$ cat src/core/port_mux_pkg.sv
`default_nettype none
package port_mux_pkg;

  // ******************************************************************
  // Port widths
  // ******************************************************************
  localparam int unsigned PORT_A_WIDTH = 12;
  localparam int unsigned PORT_B_WIDTH = 8;
  localparam int unsigned PORT_C_WIDTH = 7;

  // ******************************************************************
  // Reset values: every pin starts on its peripheral function
  // ******************************************************************
  localparam logic [11:0] PORT_A_PER_RESET = 12'hFFF;
  localparam logic [7:0]  PORT_B_PER_RESET = 8'hFF;
  localparam logic [6:0]  PORT_C_PER_RESET = 7'h7F;
  localparam logic [11:0] PORT_A_PUR_RESET = 12'hFFF;
  localparam logic [7:0]  PORT_B_PUR_RESET = 8'hFF;
  // Crystal pins (bits 0 and 1) come up without pull-ups
  localparam logic [6:0]  PORT_C_PUR_RESET = 7'h7C;

  // ******************************************************************
  // Field positions
  // ******************************************************************
  localparam int unsigned A_PWM_LO   = 0;
  localparam int unsigned A_SPI1_LO  = 2;
  localparam int unsigned A_FAULT_LO = 6;
  localparam int unsigned A_SENSE_LO = 9;
  localparam int unsigned B_SPI0_LO  = 0;
  localparam int unsigned B_DEC_LO   = 4;
  localparam int unsigned C_CRYSTAL_IN  = 0;
  localparam int unsigned C_CRYSTAL_OUT = 1;
  localparam int unsigned C_CAN_RX   = 2;
  localparam int unsigned C_CAN_TX   = 3;
  localparam int unsigned C_TMR3     = 4;
  localparam int unsigned C_TMR1     = 5;
  localparam int unsigned C_TMR0     = 6;

  // ******************************************************************
  // Pin function select reset values (0 = primary peripheral)
  // ******************************************************************
  localparam logic [3:0] A_SEL_RESET   = 4'h0;
  localparam logic [1:0] C_SEL_RESET   = 2'h0;
  localparam logic       DEC_SEL_RESET = 1'b0;

  typedef struct packed {
    logic [11:0] data;
    logic [11:0] dir;
    logic [11:0] per;
    logic [11:0] pur;
  } port_a_cfg_t;

  typedef struct packed {
    logic [7:0] data;
    logic [7:0] dir;
    logic [7:0] per;
    logic [7:0] pur;
  } port_b_cfg_t;

  typedef struct packed {
    logic [6:0] data;
    logic [6:0] dir;
    logic [6:0] per;
    logic [6:0] pur;
  } port_c_cfg_t;

  typedef struct packed {
    logic [3:0] a_spi1;
    logic [1:0] c_sci0;
    logic       b_timer_a;
  } pin_sel_t;

endpackage
`default_nettype wire

$ cat src/core/pin_sync.sv
`timescale 1ns/1ps
`default_nettype none
module pin_sync #(
  parameter int unsigned WIDTH = 1
) (
  input  wire logic             clk_i,
  input  wire logic             rst_i,
  input  wire logic [WIDTH-1:0] d_i,
  output logic      [WIDTH-1:0] q_o
);

  logic [WIDTH-1:0] meta;
  logic [WIDTH-1:0] next_meta;
  logic [WIDTH-1:0] next_q;

  always_comb
  begin
    next_meta = d_i;
    next_q    = meta;
  end

  always_ff @(posedge clk_i or posedge rst_i)
  begin
    if (rst_i)
    begin
      meta <= '0;
      q_o  <= '0;
    end
    else
    begin
      meta <= next_meta;
      q_o  <= next_q;
    end
  end

endmodule
`default_nettype wire

$ cat src/core/port_pin_mux.sv
// How it works
// - Three ports A, B and C of 12, 8 and 7 bits each reach a package pin per bit.
// - Each port register holds only as many bits as its port is wide.
// - After reset every pin carries its peripheral function.
// - Pull-up and peripheral-enable reset values are set per port and per pin.
// - Port A bits 0-5 are PWM outputs, 6-8 fault inputs, 9-11 current-sense inputs.
// - Port B bits 0-3 are SPI0 select, MISO, MOSI, clock; 4-7 decoder home, index, B, A.
// - A per-pin select picks PWM or SPI1 on port A bits 2 to 5.
// - The decoder control bit picks decoder inputs or timer A channels 3..0 on port B 4-7.
// - A per-pin select picks timer C channels 1/0 or serial receive/transmit on port C 5-6.
// - Port C bits 0 and 1 are the crystal pins and their pull-ups start disabled.
// - Port C bits 2 to 4 are CAN receive, CAN transmit and timer C channel 3.
`timescale 1ns/1ps
`default_nettype none
module port_pin_mux
  import port_mux_pkg::*;
#(
  parameter int unsigned AW = port_mux_pkg::PORT_A_WIDTH,
  parameter int unsigned BW = port_mux_pkg::PORT_B_WIDTH,
  parameter int unsigned CW = port_mux_pkg::PORT_C_WIDTH
) (
  input  wire logic                      clk_i,
  input  wire logic                      rst_i,
  // Software writes
  input  wire port_mux_pkg::port_a_cfg_t a_cfg_i,
  input  wire port_mux_pkg::port_b_cfg_t b_cfg_i,
  input  wire port_mux_pkg::port_c_cfg_t c_cfg_i,
  input  wire port_mux_pkg::pin_sel_t    sel_i,
  input  wire logic                      a_wr_i,
  input  wire logic                      b_wr_i,
  input  wire logic                      c_wr_i,
  input  wire logic                      sel_wr_i,
  // Register readback
  output port_mux_pkg::port_a_cfg_t      a_cfg_o,
  output port_mux_pkg::port_b_cfg_t      b_cfg_o,
  output port_mux_pkg::port_c_cfg_t      c_cfg_o,
  output port_mux_pkg::pin_sel_t         sel_o,
  output logic [AW-1:0]                  a_in_o,
  output logic [BW-1:0]                  b_in_o,
  output logic [CW-1:0]                  c_in_o,
  // Peripheral side
  input  wire logic [5:0]                pwm_output_line_i,
  input  wire logic [3:0]                spi1_out_i,
  input  wire logic [3:0]                spi1_oe_n_i,
  input  wire logic [3:0]                spi0_out_i,
  input  wire logic [3:0]                spi0_oe_n_i,
  input  wire logic [3:0]                timer_a_channel_out_i,
  input  wire logic [3:0]                timer_a_channel_oe_n_i,
  input  wire logic [2:0]                timer_c_channel_out_i,
  input  wire logic [2:0]                timer_c_channel_oe_n_i,
  input  wire logic                      can_tx_i,
  input  wire logic                      serial_transmit_line_i,
  output logic [2:0]                     pwm_fault_input_o,
  output logic [2:0]                     current_sense_input_o,
  output logic [3:0]                     spi1_in_o,
  output logic [3:0]                     spi0_in_o,
  output logic                           decoder_home_input_o,
  output logic                           decoder_index_input_o,
  output logic                           decoder_phase_b_input_o,
  output logic                           decoder_phase_a_input_o,
  output logic [3:0]                     timer_a_channel_in_o,
  output logic [2:0]                     timer_c_channel_in_o,
  output logic                           can_rx_o,
  output logic                           serial_receive_line_o,
  output logic                           crystal_enable_o,
  // Pins
  input  wire logic [AW-1:0]             a_pin_i,
  input  wire logic [BW-1:0]             b_pin_i,
  input  wire logic [CW-1:0]             c_pin_i,
  output logic [AW-1:0]                  a_pin_o,
  output logic [AW-1:0]                  a_pin_oe_n_o,
  output logic [AW-1:0]                  a_pullup_o,
  output logic [BW-1:0]                  b_pin_o,
  output logic [BW-1:0]                  b_pin_oe_n_o,
  output logic [BW-1:0]                  b_pullup_o,
  output logic [CW-1:0]                  c_pin_o,
  output logic [CW-1:0]                  c_pin_oe_n_o,
  output logic [CW-1:0]                  c_pullup_o
);

  // ******************************************************************
  // Configuration registers
  // ******************************************************************
  port_a_cfg_t a_cfg;
  port_b_cfg_t b_cfg;
  port_c_cfg_t c_cfg;
  pin_sel_t    sel;
  port_a_cfg_t next_a_cfg;
  port_b_cfg_t next_b_cfg;
  port_c_cfg_t next_c_cfg;
  pin_sel_t    next_sel;

  always_comb
  begin
    next_a_cfg = a_wr_i ? a_cfg_i : a_cfg;
    next_b_cfg = b_wr_i ? b_cfg_i : b_cfg;
    next_c_cfg = c_wr_i ? c_cfg_i : c_cfg;
    next_sel   = sel_wr_i ? sel_i : sel;
  end

  always_ff @(posedge clk_i or posedge rst_i)
  begin
    if (rst_i)
    begin
      a_cfg <= '{data: 12'h000, dir: 12'h000, per: PORT_A_PER_RESET, pur: PORT_A_PUR_RESET};
      b_cfg <= '{data: 8'h00, dir: 8'h00, per: PORT_B_PER_RESET, pur: PORT_B_PUR_RESET};
      c_cfg <= '{data: 7'h00, dir: 7'h00, per: PORT_C_PER_RESET, pur: PORT_C_PUR_RESET};
      sel   <= '{a_spi1: A_SEL_RESET, c_sci0: C_SEL_RESET, b_timer_a: DEC_SEL_RESET};
    end
    else
    begin
      a_cfg <= next_a_cfg;
      b_cfg <= next_b_cfg;
      c_cfg <= next_c_cfg;
      sel   <= next_sel;
    end
  end

  assign a_cfg_o = a_cfg;
  assign b_cfg_o = b_cfg;
  assign c_cfg_o = c_cfg;
  assign sel_o   = sel;
  assign a_pullup_o = a_cfg.pur;
  assign b_pullup_o = b_cfg.pur;
  assign c_pullup_o = c_cfg.pur;
  // Oscillator stays on while both crystal pins belong to it
  assign crystal_enable_o = c_cfg.per[C_CRYSTAL_IN] & c_cfg.per[C_CRYSTAL_OUT];

  // ******************************************************************
  // Pin input synchronisers
  // ******************************************************************
  logic [AW-1:0] a_sync;
  logic [BW-1:0] b_sync;
  logic [CW-1:0] c_sync;

  pin_sync #(.WIDTH(AW)) u_sync_a (.clk_i(clk_i), .rst_i(rst_i), .d_i(a_pin_i), .q_o(a_sync));
  pin_sync #(.WIDTH(BW)) u_sync_b (.clk_i(clk_i), .rst_i(rst_i), .d_i(b_pin_i), .q_o(b_sync));
  pin_sync #(.WIDTH(CW)) u_sync_c (.clk_i(clk_i), .rst_i(rst_i), .d_i(c_pin_i), .q_o(c_sync));

  assign a_in_o = a_sync;
  assign b_in_o = b_sync;
  assign c_in_o = c_sync;

  // ******************************************************************
  // Peripheral routing, registered so pins come from flip-flops
  // ******************************************************************
  logic [AW-1:0] per_a_out, per_a_oe_n;
  logic [BW-1:0] per_b_out, per_b_oe_n;
  logic [CW-1:0] per_c_out, per_c_oe_n;
  logic [AW-1:0] next_a_pin, next_a_oe_n;
  logic [BW-1:0] next_b_pin, next_b_oe_n;
  logic [CW-1:0] next_c_pin, next_c_oe_n;

  always_comb
  begin
    // Port A: PWM outputs low six, inputs above
    per_a_out  = '0;
    per_a_oe_n = '1;
    per_a_out[A_PWM_LO +: 6]  = pwm_output_line_i;
    per_a_oe_n[A_PWM_LO +: 6] = 6'h00;
    for (int i = 0; i < 4; i++)
    begin
      if (sel.a_spi1[i])
      begin
        per_a_out[A_SPI1_LO + i]  = spi1_out_i[i];
        per_a_oe_n[A_SPI1_LO + i] = spi1_oe_n_i[i];
      end
    end
    // Port B
    per_b_out  = '0;
    per_b_oe_n = '1;
    per_b_out[B_SPI0_LO +: 4]  = spi0_out_i;
    per_b_oe_n[B_SPI0_LO +: 4] = spi0_oe_n_i;
    if (sel.b_timer_a)
    begin
      for (int i = 0; i < 4; i++)
      begin
        per_b_out[B_DEC_LO + i]  = timer_a_channel_out_i[3 - i];
        per_b_oe_n[B_DEC_LO + i] = timer_a_channel_oe_n_i[3 - i];
      end
    end
    // Port C: crystal pins are analog to the oscillator, never driven by a peripheral
    per_c_out  = '0;
    per_c_oe_n = '1;
    per_c_out[C_CAN_TX]  = can_tx_i;
    per_c_oe_n[C_CAN_TX] = 1'b0;
    per_c_out[C_TMR3]    = timer_c_channel_out_i[2];
    per_c_oe_n[C_TMR3]   = timer_c_channel_oe_n_i[2];
    per_c_out[C_TMR1]    = sel.c_sci0[0] ? 1'b0 : timer_c_channel_out_i[1];
    per_c_oe_n[C_TMR1]   = sel.c_sci0[0] ? 1'b1 : timer_c_channel_oe_n_i[1];
    per_c_out[C_TMR0]    = sel.c_sci0[1] ? serial_transmit_line_i : timer_c_channel_out_i[0];
    per_c_oe_n[C_TMR0]   = sel.c_sci0[1] ? 1'b0 : timer_c_channel_oe_n_i[0];

    // Port own logic wins where peripheral enable is cleared
    for (int i = 0; i < AW; i++)
    begin
      next_a_pin[i]  = a_cfg.per[i] ? per_a_out[i] : a_cfg.data[i];
      next_a_oe_n[i] = a_cfg.per[i] ? per_a_oe_n[i] : ~a_cfg.dir[i];
    end
    for (int i = 0; i < BW; i++)
    begin
      next_b_pin[i]  = b_cfg.per[i] ? per_b_out[i] : b_cfg.data[i];
      next_b_oe_n[i] = b_cfg.per[i] ? per_b_oe_n[i] : ~b_cfg.dir[i];
    end
    for (int i = 0; i < CW; i++)
    begin
      next_c_pin[i]  = c_cfg.per[i] ? per_c_out[i] : c_cfg.data[i];
      next_c_oe_n[i] = c_cfg.per[i] ? per_c_oe_n[i] : ~c_cfg.dir[i];
    end
  end

  always_ff @(posedge clk_i or posedge rst_i)
  begin
    if (rst_i)
    begin
      a_pin_o      <= '0;
      a_pin_oe_n_o <= '1;
      b_pin_o      <= '0;
      b_pin_oe_n_o <= '1;
      c_pin_o      <= '0;
      c_pin_oe_n_o <= '1;
    end
    else
    begin
      a_pin_o      <= next_a_pin;
      a_pin_oe_n_o <= next_a_oe_n;
      b_pin_o      <= next_b_pin;
      b_pin_oe_n_o <= next_b_oe_n;
      c_pin_o      <= next_c_pin;
      c_pin_oe_n_o <= next_c_oe_n;
    end
  end

  // ******************************************************************
  // Synchronised pins to peripheral inputs (gated off when port owns it)
  // ******************************************************************
  always_comb
  begin
    pwm_fault_input_o     = a_sync[A_FAULT_LO +: 3] & a_cfg.per[A_FAULT_LO +: 3];
    current_sense_input_o = a_sync[A_SENSE_LO +: 3] & a_cfg.per[A_SENSE_LO +: 3];
    spi1_in_o             = a_sync[A_SPI1_LO +: 4] & a_cfg.per[A_SPI1_LO +: 4] & sel.a_spi1;
    spi0_in_o             = b_sync[B_SPI0_LO +: 4] & b_cfg.per[B_SPI0_LO +: 4];
    decoder_home_input_o    = b_sync[4] & b_cfg.per[4] & ~sel.b_timer_a;
    decoder_index_input_o   = b_sync[5] & b_cfg.per[5] & ~sel.b_timer_a;
    decoder_phase_b_input_o = b_sync[6] & b_cfg.per[6] & ~sel.b_timer_a;
    decoder_phase_a_input_o = b_sync[7] & b_cfg.per[7] & ~sel.b_timer_a;
    for (int i = 0; i < 4; i++)
    begin
      timer_a_channel_in_o[3 - i] = b_sync[B_DEC_LO + i] & b_cfg.per[B_DEC_LO + i]
                                    & sel.b_timer_a;
    end
    can_rx_o                = c_sync[C_CAN_RX] & c_cfg.per[C_CAN_RX];
    timer_c_channel_in_o[2] = c_sync[C_TMR3] & c_cfg.per[C_TMR3];
    timer_c_channel_in_o[1] = c_sync[C_TMR1] & c_cfg.per[C_TMR1] & ~sel.c_sci0[0];
    timer_c_channel_in_o[0] = c_sync[C_TMR0] & c_cfg.per[C_TMR0] & ~sel.c_sci0[1];
    serial_receive_line_o   = c_sync[C_TMR1] & c_cfg.per[C_TMR1] & sel.c_sci0[0];
  end
endmodule
`default_nettype wire

$ cat config.mk
export PLATFORM = sky130hd
export DESIGN_NAME = port_pin_mux
export DESIGN_NICKNAME = d
export VERILOG_FILES = /design/src/core/port_mux_pkg.sv /design/src/core/pin_sync.sv /design/src/core/port_pin_mux.sv
export SDC_FILE = /design/constraint.sdc
export NUM_CORES = 1
export LEC_CHECK = 0
export ABC_AREA = 1
export ABC_CLOCK_PERIOD_IN_PS = 8710
export BUFFER_PORTS_ARGS = -buffer_cell sky130_fd_sc_hd__buf_4
export CAP_MARGIN = 25
export CORE_AREA = 3 3 170 172
export CTS_BUF_LIST = sky130_fd_sc_hd__clkbuf_8 sky130_fd_sc_hd__clkbuf_16
export DETAILED_ROUTE_END_ITERATION = 6
export DIE_AREA = 0 0 173 175
export GPL_ROUTABILITY_DRIVEN = 1
export GPL_TIMING_DRIVEN = 0
export PLACE_DENSITY = 0.62
export SLEW_MARGIN = 30
export SYNTH_ARGS = -nofsm -noshare
export SYNTH_HDL_FRONTEND = slang
export SYNTH_SLANG_ARGS = --single-unit
$ cat constraint.sdc
create_clock -name clk_i -period 8.71 [get_ports clk_i]
set_clock_uncertainty 0.15 [all_clocks]
set_input_delay 0.871 -clock clk_i [delete_from_list [all_inputs] [get_ports clk_i]]
set_output_delay 0.871 -clock clk_i [all_outputs]
set_load 0.01 [all_outputs]
# Word-level counts from Yosys, hierarchy flattened
# Index checks and enable logic that the tools add are counted.
# op_classes
addsub,0
multipliers,0
n_div,0
n_lt_le_gt_ge,0
eq_ne,0
n_shift,0
n_mux,68
bitwise_logic,55
n_reduce_logical,0
# op_table
operator,n
1-bit two-way mux,66
1-bit inverter,30
1-bit AND,20
4-bit AND,3
4-bit two-way mux,2
3-bit AND,2
# totals
regBits,223
latchBits,0
ram_bits,0
mem_bits_ro,0
inputBits,186
out_inout_bits,251
n_memories,0

# Longest topological paths before layout
# Gate-level depths: netlist (run 1).
# depth
depth_word,2
depth_mapped,4
ltp_nobuf,4

# Hierarchy
# From an unflattened synthesis (run 1), not the netlist that was laid out.
# unflattened
hier_cells,791
hier_area_um2,8170.3
# modules_own_cells
mod,instances,cells_each,area_each_um2
port_pin_mux,1,734,6807.8
pin_sync at u_sync_a,1,25,604.3
pin_sync at u_sync_b,1,17,404.1
pin_sync at u_sync_c,1,15,354.1

# Worst setup path after synthesis (run 1)
# No wires, ideal clock.
# synth_timing
path_kind,register to output
startpoint,"register c_cfg, in the netlist c_cfg_o[12]"
endpoint,output port serial_receive_line_o
arrival_time_ns,0.943
required_ns,7.689
path_slack_ns,6.746
stages_incl_launch_ff,3
path_buffers,0
path_cell_list,dfstp_2 -> inv_1 -> nor3_1
# synth_between
elab_chain_len,2
# synth_lines
element,line_no,rtl
from (decl),port_pin_mux.sv:86,port_c_cfg_t c_cfg;
from (signal assigned),port_pin_mux.sv:107,"c_cfg <= '{data: 7'h00, dir: 7'h00, per: PORT_C_PER_RESET, pur: PORT_C_PUR_RESET};"
from (signal assigned),port_pin_mux.sv:114,c_cfg <= next_c_cfg;
1-bit AND (2 in series),port_pin_mux.sv:256,serial_receive_line_o = c_sync[C_TMR1] & c_cfg.per[C_TMR1] & sel.c_sci0[0];
to (decl),port_pin_mux.sv:64,"output logic serial_receive_line_o,"
# No other way between the ends.

# Worst setup path in the final report (run 1)
# layout_timing
startpoint,"register sel, in the netlist sel_o[0]"
endpoint,output port timer_a_channel_in_o[0]
# layout_between
elab_chain_len,1
# layout_lines
element,line_no,rtl
from (decl),port_pin_mux.sv:87,pin_sel_t sel;
from (signal assigned),port_pin_mux.sv:108,"sel <= '{a_spi1: A_SEL_RESET, c_sci0: C_SEL_RESET, b_timer_a: DEC_SEL_RESET};"
from (signal assigned),port_pin_mux.sv:115,sel <= next_sel;
1-bit AND,port_pin_mux.sv:250,& sel.b_timer_a;
to (decl),port_pin_mux.sv:61,"output logic [3:0] timer_a_channel_in_o,"
# No other way between the ends.

==> results of run 1 <==
==> layer usage <==
| metal | part of all wire | vias to the layer above | global-route usage | wire (µm) |
|---|---|---|---|---|
| li1 | - | 3315 | - | - |
| met1 | 0.37 | 3287 | 0.201 | 10400 |
| met2 | 0.51 | 312 | 0.319 | 14300 |
| met3 | 0.091 | 51 | 0.0585 | 2550 |
| met4 | 0.028 | 0 | 0.0551 | 793 |
| met5 | 0 | - | 0 | 0 |
==> critical path: stages (launching register included) <==
cell and delay, ps:
sky130_fd_sc_hd__dfrtp_1 410, sky130_fd_sc_hd__buf_2 250, sky130_fd_sc_hd__nand2_1 100, sky130_fd_sc_hd__nor2_1 210
sky130_fd_sc_hd__buf_4 170
==> Yosys cell counts (all sizes together) <==
master / instances / area, µm²
a21oi: 4 / 20.0
dfrtp: 144 / 3600
nand3: 15 / 75.1
nand2: 179 / 672
clkbuf: 8 / 30.0
dfstp: 79 / 2080
nor3: 6 / 30.0
nor2: 25 / 93.8
inv: 144 / 541
buf: 44 / 318
o21ai: 140 / 701
==> cells by family (layout without fill, tap and decap cells) <==
kind of cell / count (synthesis) / in the layout / share of synthesized area
and+or+nand+nor: 225 / 225 / 0.107
AOI/OAI and AO/OA: 144 / 144 / 0.0883
buffers and inverters: 196 / 678 / 0.109
DFF: 223 / 223 / 0.696
==> area by class of cell <==
cell class,count,area [µm²]
tap,378,473
clock inverter,11,48.8
multi-input combinational,369,1590
timing repair buffer,435,3310
buffer,52,348
fill,2668,14800
inverter,144,548
sequential,223,5680
clock buffer,36,800
==> state kept, by name, indices dropped and copies added (netlist names), 12 cells and up <==
register and cells:
a_cfg_o 36, a_pin_o 12, a_pin_oe_n_o 12, a_pullup_o 12, b_cfg_o 24, c_cfg_o 21
u_sync_a.meta 12, u_sync_a.q_o 12
==> final timing paths <==
path	endpoint	slack, ps	depth (start not counted)
worst max register to register	b_pin_oe_n_o[7]$_DFF_PP1_	7550	4
worst min register to register	u_sync_c.q_o[5]$_DFF_PP0_	200	0
max in group asynchronous	a_cfg_o[20]$_DFFE_PP1P_	7380	3
worst max-delay path	timer_a_channel_in_o[0]	6030	4
min in group clk_i	u_sync_c.q_o[5]$_DFF_PP0_	200	0
worst min-delay path	u_sync_a.q_o[0]$_DFF_PP0_	200	2
==> layout by cell type, fill, tap and decap left out <==
cell                          n
sky130_fd_sc_hd__nor3_1       6
sky130_fd_sc_hd__inv_8        1
sky130_fd_sc_hd__buf_2       11
sky130_fd_sc_hd__buf_16       2
sky130_fd_sc_hd__clkinv_2     6
sky130_fd_sc_hd__a21oi_1      4
sky130_fd_sc_hd__dfrtp_1    144
sky130_fd_sc_hd__nor2_1      25
sky130_fd_sc_hd__inv_1      148
sky130_fd_sc_hd__clkbuf_1     8
sky130_fd_sc_hd__nand2_1    179
sky130_fd_sc_hd__o21ai_0    130
sky130_fd_sc_hd__o21ai_1     10
sky130_fd_sc_hd__buf_6        4
sky130_fd_sc_hd__clkbuf_16   27
sky130_fd_sc_hd__nand3_1     15
sky130_fd_sc_hd__buf_4      462
sky130_fd_sc_hd__dfstp_2     79
sky130_fd_sc_hd__clkbuf_8     9
==> stage by stage <==
stage | hold WS [ps] | setup slack, ps
2_1_floorplan | 181 | 1710
3_3_place_gp | 181 | -1020
3_5_place_dp | 185 | 6580
4_1_cts | 185 | 6000
5_1_grt | 201 | 5950
6_report | 196 | 6030
==> where the power goes <==
part / leakage, nW / internal, mW / switching (mW) / total, mW
logic: 3.71 / 0.227 / 0.211 / 0.438
clock network: 0.448 / 0.634 / 0.424 / 1.06
registers: 2.56 / 1.15 / 0.0663 / 1.22
total: 6.72 / 2.01 / 0.701 / 2.72
==> qor.tcl, run 1 <==
set qor(place_hpwl_um) 21800
set qor(timing.final.max_slew_violations) 0
set qor(timing.final.hold_violations) 0
set qor(drive_above_1_share) 0.473
set qor(cts.root.buffer_cell) {sky130_fd_sc_hd__clkbuf_16}
set qor(end_kind) {output port}
set qor(vias_per_cell) 4.23
set qor(die-height_um) 175
set qor(summed_area_of_non_filler_cells_in_the_final_layout_um2) 12800
set qor(grt_setup_unrepaired) {no}
set qor(grt_start_max_net_pins) 92
set qor(postCtsResizedCells) 0
set qor(max_frequency_ghz) 0.373
set qor(synth_seq_area_share) 0.696
set qor(final_core_utilization) 0.463
set qor(grt.overflow.total) 0
set qor(timing.rr.start) {sel_o[0]$_DFFE_PP0P_}
set qor(finalWorstPathRequiredPeriod_ps) 2680
set qor(post_synthesis_instance_area_um2) 8160
set qor(area.growth.synth_to_final_pct) 56.8
set qor(critical_path.max_fanout) 10
set qor(critPathKind) {register to output port}
set qor(clock_tree_from_tritoncts) {yes}
set qor(worst_pin_slew_ps) 539
set qor(nNetsFinal) 1437
set qor(antenna_found_initial) 0
set qor(timing.critical_path.required_ps) 7690
set qor(drt_pre_antenna_iters) 6
set qor(power.static_leakage_nw) 6.72
set qor(synth.net_count) 974
set qor(route.antenna.remaining_nets) 0
set qor(slew-limit-headroom) 0.640
set qor(via_count) 6965
set qor(number_of_synthesized_register_bits) 223
set qor(grt_pass1_wl_um) 42300
set qor(final.period_utilization) 0.308
set qor(critical_path.startpoint_type) {register}
set qor(io_pins) 437
set qor(post_synth_inst_count) 788
set qor(initial_standard_cell_utilization_of_the_core) 0.295
set qor(drcViolationCount) 0
set qor(die_area_um2) 30300
set qor(port-buffer-count) 433
set qor(cts-buffers-inserted) 26
set qor(postPlaceCellArea_um2) 11900
set qor(vias_in_the_first_global_route) 7287
set qor(final_antenna_diode_count) 0
set qor(detail_route.iter0.violations) 346
set qor(final_layout_setup_total_negative_slack_ps) 0
set qor(cts_max_path_buffers) 3
set qor(post_cts_hold_buffer_count) 0
set qor(setup_viol) 0
set qor(yosysWarningCount) 0
set qor(track_usage) 0.178
set qor(synthDistinctLibCells) 14
set qor(outcome) {finished, final reports clean}
set qor(power.density_cell_area_nw_per_um2) 212
set qor(vdd_drop_max_mv) 0.118
set qor(data_arrival_time_of_the_critical_path_ps) 1660
set qor(routed_wirelength_um) 28100
set qor(p_total_mw) 2.72
set qor(routedWlPerCell_um) 17.0
set qor(fp.dieW_um) 173
set qor(cap_viol_max_count) 0
set qor(layoutNonFillerInstCount) 1648
set qor(placementRows) 61
set qor(holdCritPathClass) {primary input to async pin}
set qor(cts_max_level) 1
set qor(syn-mean-instance-area_um2) 10.4
set qor(place.gp.congestion) 0.830
set qor(worstSkewPairLatency_ps) 520
set qor(worst_setup_hold_path_clk_slew_ps) 60
set qor(numPlacedInstances) 1601
set qor(worst_setup_path_startpoint) {sel_o[0]$_DFFE_PP0P_}
set qor(tritoncts_num_sinks) 223
set qor(placeableCoreArea_um2) 27600
set qor(postCtsSetupRepairBufs) 0
Power figures use the tool's default switching activity.
==> run 2: changes to the inputs <==
- ABC_CLOCK_PERIOD_IN_PS: 8710 -> 2100
- PLACE_DENSITY: 0.62 -> 0.65
- clock period: 8.71 -> 2.1 ns (I/O delays scaled with it)
==> run 2 against run 1 <==
Against the previous run: final area rose by 23%; critical path depth shrank 1; global-route usage rose by 3.3 points; wire length is 16% higher; final cell count increased by 17%; die area is the same; count of clock-buffer cells in the layout decreased by 2.
==> qor.tcl, run 2 (same netlist as run 1, synthesis figures left out) <==
set qor(cts.root.buffer_cell) {sky130_fd_sc_hd__clkbuf_16}
set qor(nNetsFinal) 1720
set qor(antenna_found_initial) 4
set qor(internal_power_mw) 8.70
set qor(number_of_flip_flops_in_the_largest_register) 36
set qor(placeableCoreArea_um2) 27600
set qor(worst_pin_slew_ps) 631
set qor(power.density_cell_area_nw_per_um2) 751
set qor(cts_max_path_buffers) 3
set qor(most-common-layout-cells) {sky130_fd_sc_hd__buf_4 (462), sky130_fd_sc_hd__dlygate4sd3_1 (277), sky130_fd_sc_hd__nand2_1 (179)}
set qor(switching_share) 0.262
set qor(track_usage) 0.211
set qor(wl_met3_um) 2260
set qor(io_pins) 437
set qor(critPathMaxStageDelay_ps) 580
set qor(clkPwrFrac) 0.368
set qor(grt_pass1_wl_um) 50900
set qor(port-buffer-count) 433
set qor(final.period_utilization) 0.950
set qor(drcViolationCount) 0
set qor(timing.critical_path.required_ps) 1740
set qor(slew-limit-headroom) 0.580
set qor(setup_viol) 0
set qor(cts_max_level) 1
set qor(timing.final.max_slew_violations) 0
set qor(hold_path_depth) 2
set qor(cell_depth_of_the_worst_setup_path) 3
set qor(worstSkewPairLatency_ps) 530
set qor(worst_path_max_delay_cell) {sky130_fd_sc_hd__dfstp_2}
set qor(place_hpwl_um) 21900
set qor(max_frequency_ghz) 0.501
set qor(r2r_end) {c_cfg_o[11]$_DFFE_PP1P_}
set qor(worst-path-buf-inv) 2
set qor(final_core_utilization) 0.568
set qor(clock_tree_from_tritoncts) {yes}
set qor(die_area_um2) 30300
set qor(routed_wirelength_um) 32700
set qor(tritoncts_num_sinks) 223
set qor(placementRows) 61
set qor(data_arrival_time_of_the_critical_path_ps) 1630
set qor(routedWlPerCell_um) 16.9
set qor(topRoutingLayerUsed) {met5}
set qor(via_count) 8355
set qor(timing.rr.start) {c_cfg_o[11]$_DFFE_PP1P_}
set qor(power.static_leakage_nw) 7.88
set qor(crit_path_cell_trace) {inv_1 -> nor3_1 -> buf_4}
set qor(cts-buffers-inserted) 26
set qor(grt_setup_unrepaired) {no}
set qor(die-height_um) 175
set qor(vias_per_cell) 4.32
set qor(critPathKind) {register to output port}
set qor(power.share.combinational) 0.201
set qor(grt.overflow.total) 0
set qor(cap_viol_max_count) 0
set qor(holdCritPathClass) {primary input to register}
set qor(initial_standard_cell_utilization_of_the_core) 0.295
set qor(place.gp.congestion) 0.861
set qor(route.antenna.remaining_nets) 0
set qor(critical_path.startpoint_type) {register}
set qor(vdd_drop_max_mv) 0.557
set qor(timing.reg2reg.setup_slack_ps) 470
set qor(worst_setup_path_startpoint) {c_cfg_o[12]$_DFFE_PP1P_}
set qor(critical_path.max_fanout) 6
set qor(critical-path-top-delay-family) {flip-flops}
set qor(end_kind) {output port}
set qor(fp.dieW_um) 173
set qor(area.growth.synth_to_final_pct) 92.2
set qor(switching_power_mw) 3.09
set qor(postLayoutSetupSlackWorst_ps) 105
set qor(pre_cts_slack_ps) 596
set qor(worst_setup_hold_path_clk_slew_ps) 60
set qor(detail_route.iter0.violations) 385
set qor(vias_in_the_first_global_route) 9223
set qor(reg2regPathDepth) 3
set qor(met2RoutedLength_um) 16800
set qor(drive_above_1_share) 0.391
set qor(drt_pre_antenna_iters) 6
set qor(grt_start_max_net_pins) 31
set qor(pwr-share-seq) 0.431
set qor(layout.cells.most_common) {sky130_fd_sc_hd__buf_4}
set qor(m1WireLength_um) 12000
set qor(postCtsSetupRepairBufs) 0
set qor(timing.final.hold_violations) 0
set qor(outcome) {finished, final reports clean}
set qor(finalWorstPathRequiredPeriod_ps) 1990
set qor(timing.critical_path.to) {serial_receive_line_o}
## run 2: changes by cell type in the layout (fill, tap and decap cells not counted)
| cell | change |
|---|---|
| sky130_fd_sc_hd__inv_8 | -1 |
| sky130_fd_sc_hd__inv_6 | +1 |
| sky130_fd_sc_hd__diode_2 | +3 |
| sky130_fd_sc_hd__inv_1 | +2 |
| sky130_fd_sc_hd__clkbuf_8 | -2 |
| sky130_fd_sc_hd__buf_12 | +6 |
| sky130_fd_sc_hd__clkinvlp_4 | +1 |
| sky130_fd_sc_hd__clkinv_2 | -1 |
| sky130_fd_sc_hd__nor3_1 | -2 |
| sky130_fd_sc_hd__nor3_2 | +2 |
| sky130_fd_sc_hd__dlygate4sd3_1 | +277 |
## run 2: worst register-to-register path: stages, from the launching register on
cell                            delay, ps
sky130_fd_sc_hd__dfstp_2              620
sky130_fd_sc_hd__inv_1                 50
sky130_fd_sc_hd__o21ai_0              170
sky130_fd_sc_hd__dlygate4sd3_1        580
## run 2: repair_timing
action,CTS,global route
hold buffers,277,0
endpoints found under the hold margin,238,0
gates resized for setup,0,2
endpoints found under the setup margin,0,2
## run 2: cell type report
cell class	instances	area [µm²]
Fill cell	2253	11900
Tap cell	378	473
Clock inverter	13	60.1
Multi-Input combinational cell	369	1600
Buffer	52	348
Clock buffer	34	772
Sequential cell	223	5680
Inverter	144	544
Timing Repair Buffer	718	6200
Antenna cell	3	7.51
## run 2: per-stage QoR
stage	power, mW	instance area [µm²]	setup TNS, ps	cells	hold slack [ps]
2_1_floorplan	5.75	8160	-188510	788	91.4
3_3_place_gp	6.92	11900	-477630	1599	170
3_5_place_dp	6.99	12100	0	1607	164
4_1_cts	11.9	15700	0	1931	0.0593
5_1_grt	12.3	15700	0	1934	58.4
6_report	11.8	15700	0	1934	41.3
## run 2: worst min-delay path by stage
stage               slack (ps)                         end        from
finish                      40   a_pullup_o[8]$_DFFE_PP1P_      a_wr_i
detailed placement         160     c_cfg_o[26]$_DFFE_PP0P_       rst_i
global route                60     a_cfg_o[15]$_DFFE_PP1P_      a_wr_i
floorplan                   90  u_sync_a.meta[0]$_DFF_PP0_  a_pin_i[0]
CTS                       0.06     a_cfg_o[26]$_DFFE_PP0P_      a_wr_i
global placement           170  u_sync_a.meta[3]$_DFF_PP0_  a_pin_i[3]
## run 2: layer usage
metal,vias to the layer above,track usage
met5,-,0
met3,99,0.0528
li1,3869,-
met4,2,0.0943
met2,383,0.383
met1,4002,0.233
## run 2: power groups by stage
stage               registers, mW  clock network (mW)  logic (mW)
finish                       5.08                4.34        2.37
floorplan                    5.23                   0       0.524
global route                 5.12                4.61        2.56
CTS                          5.07                4.45        2.33
detailed placement           5.14                   0        1.85
global placement             5.13                   0        1.79
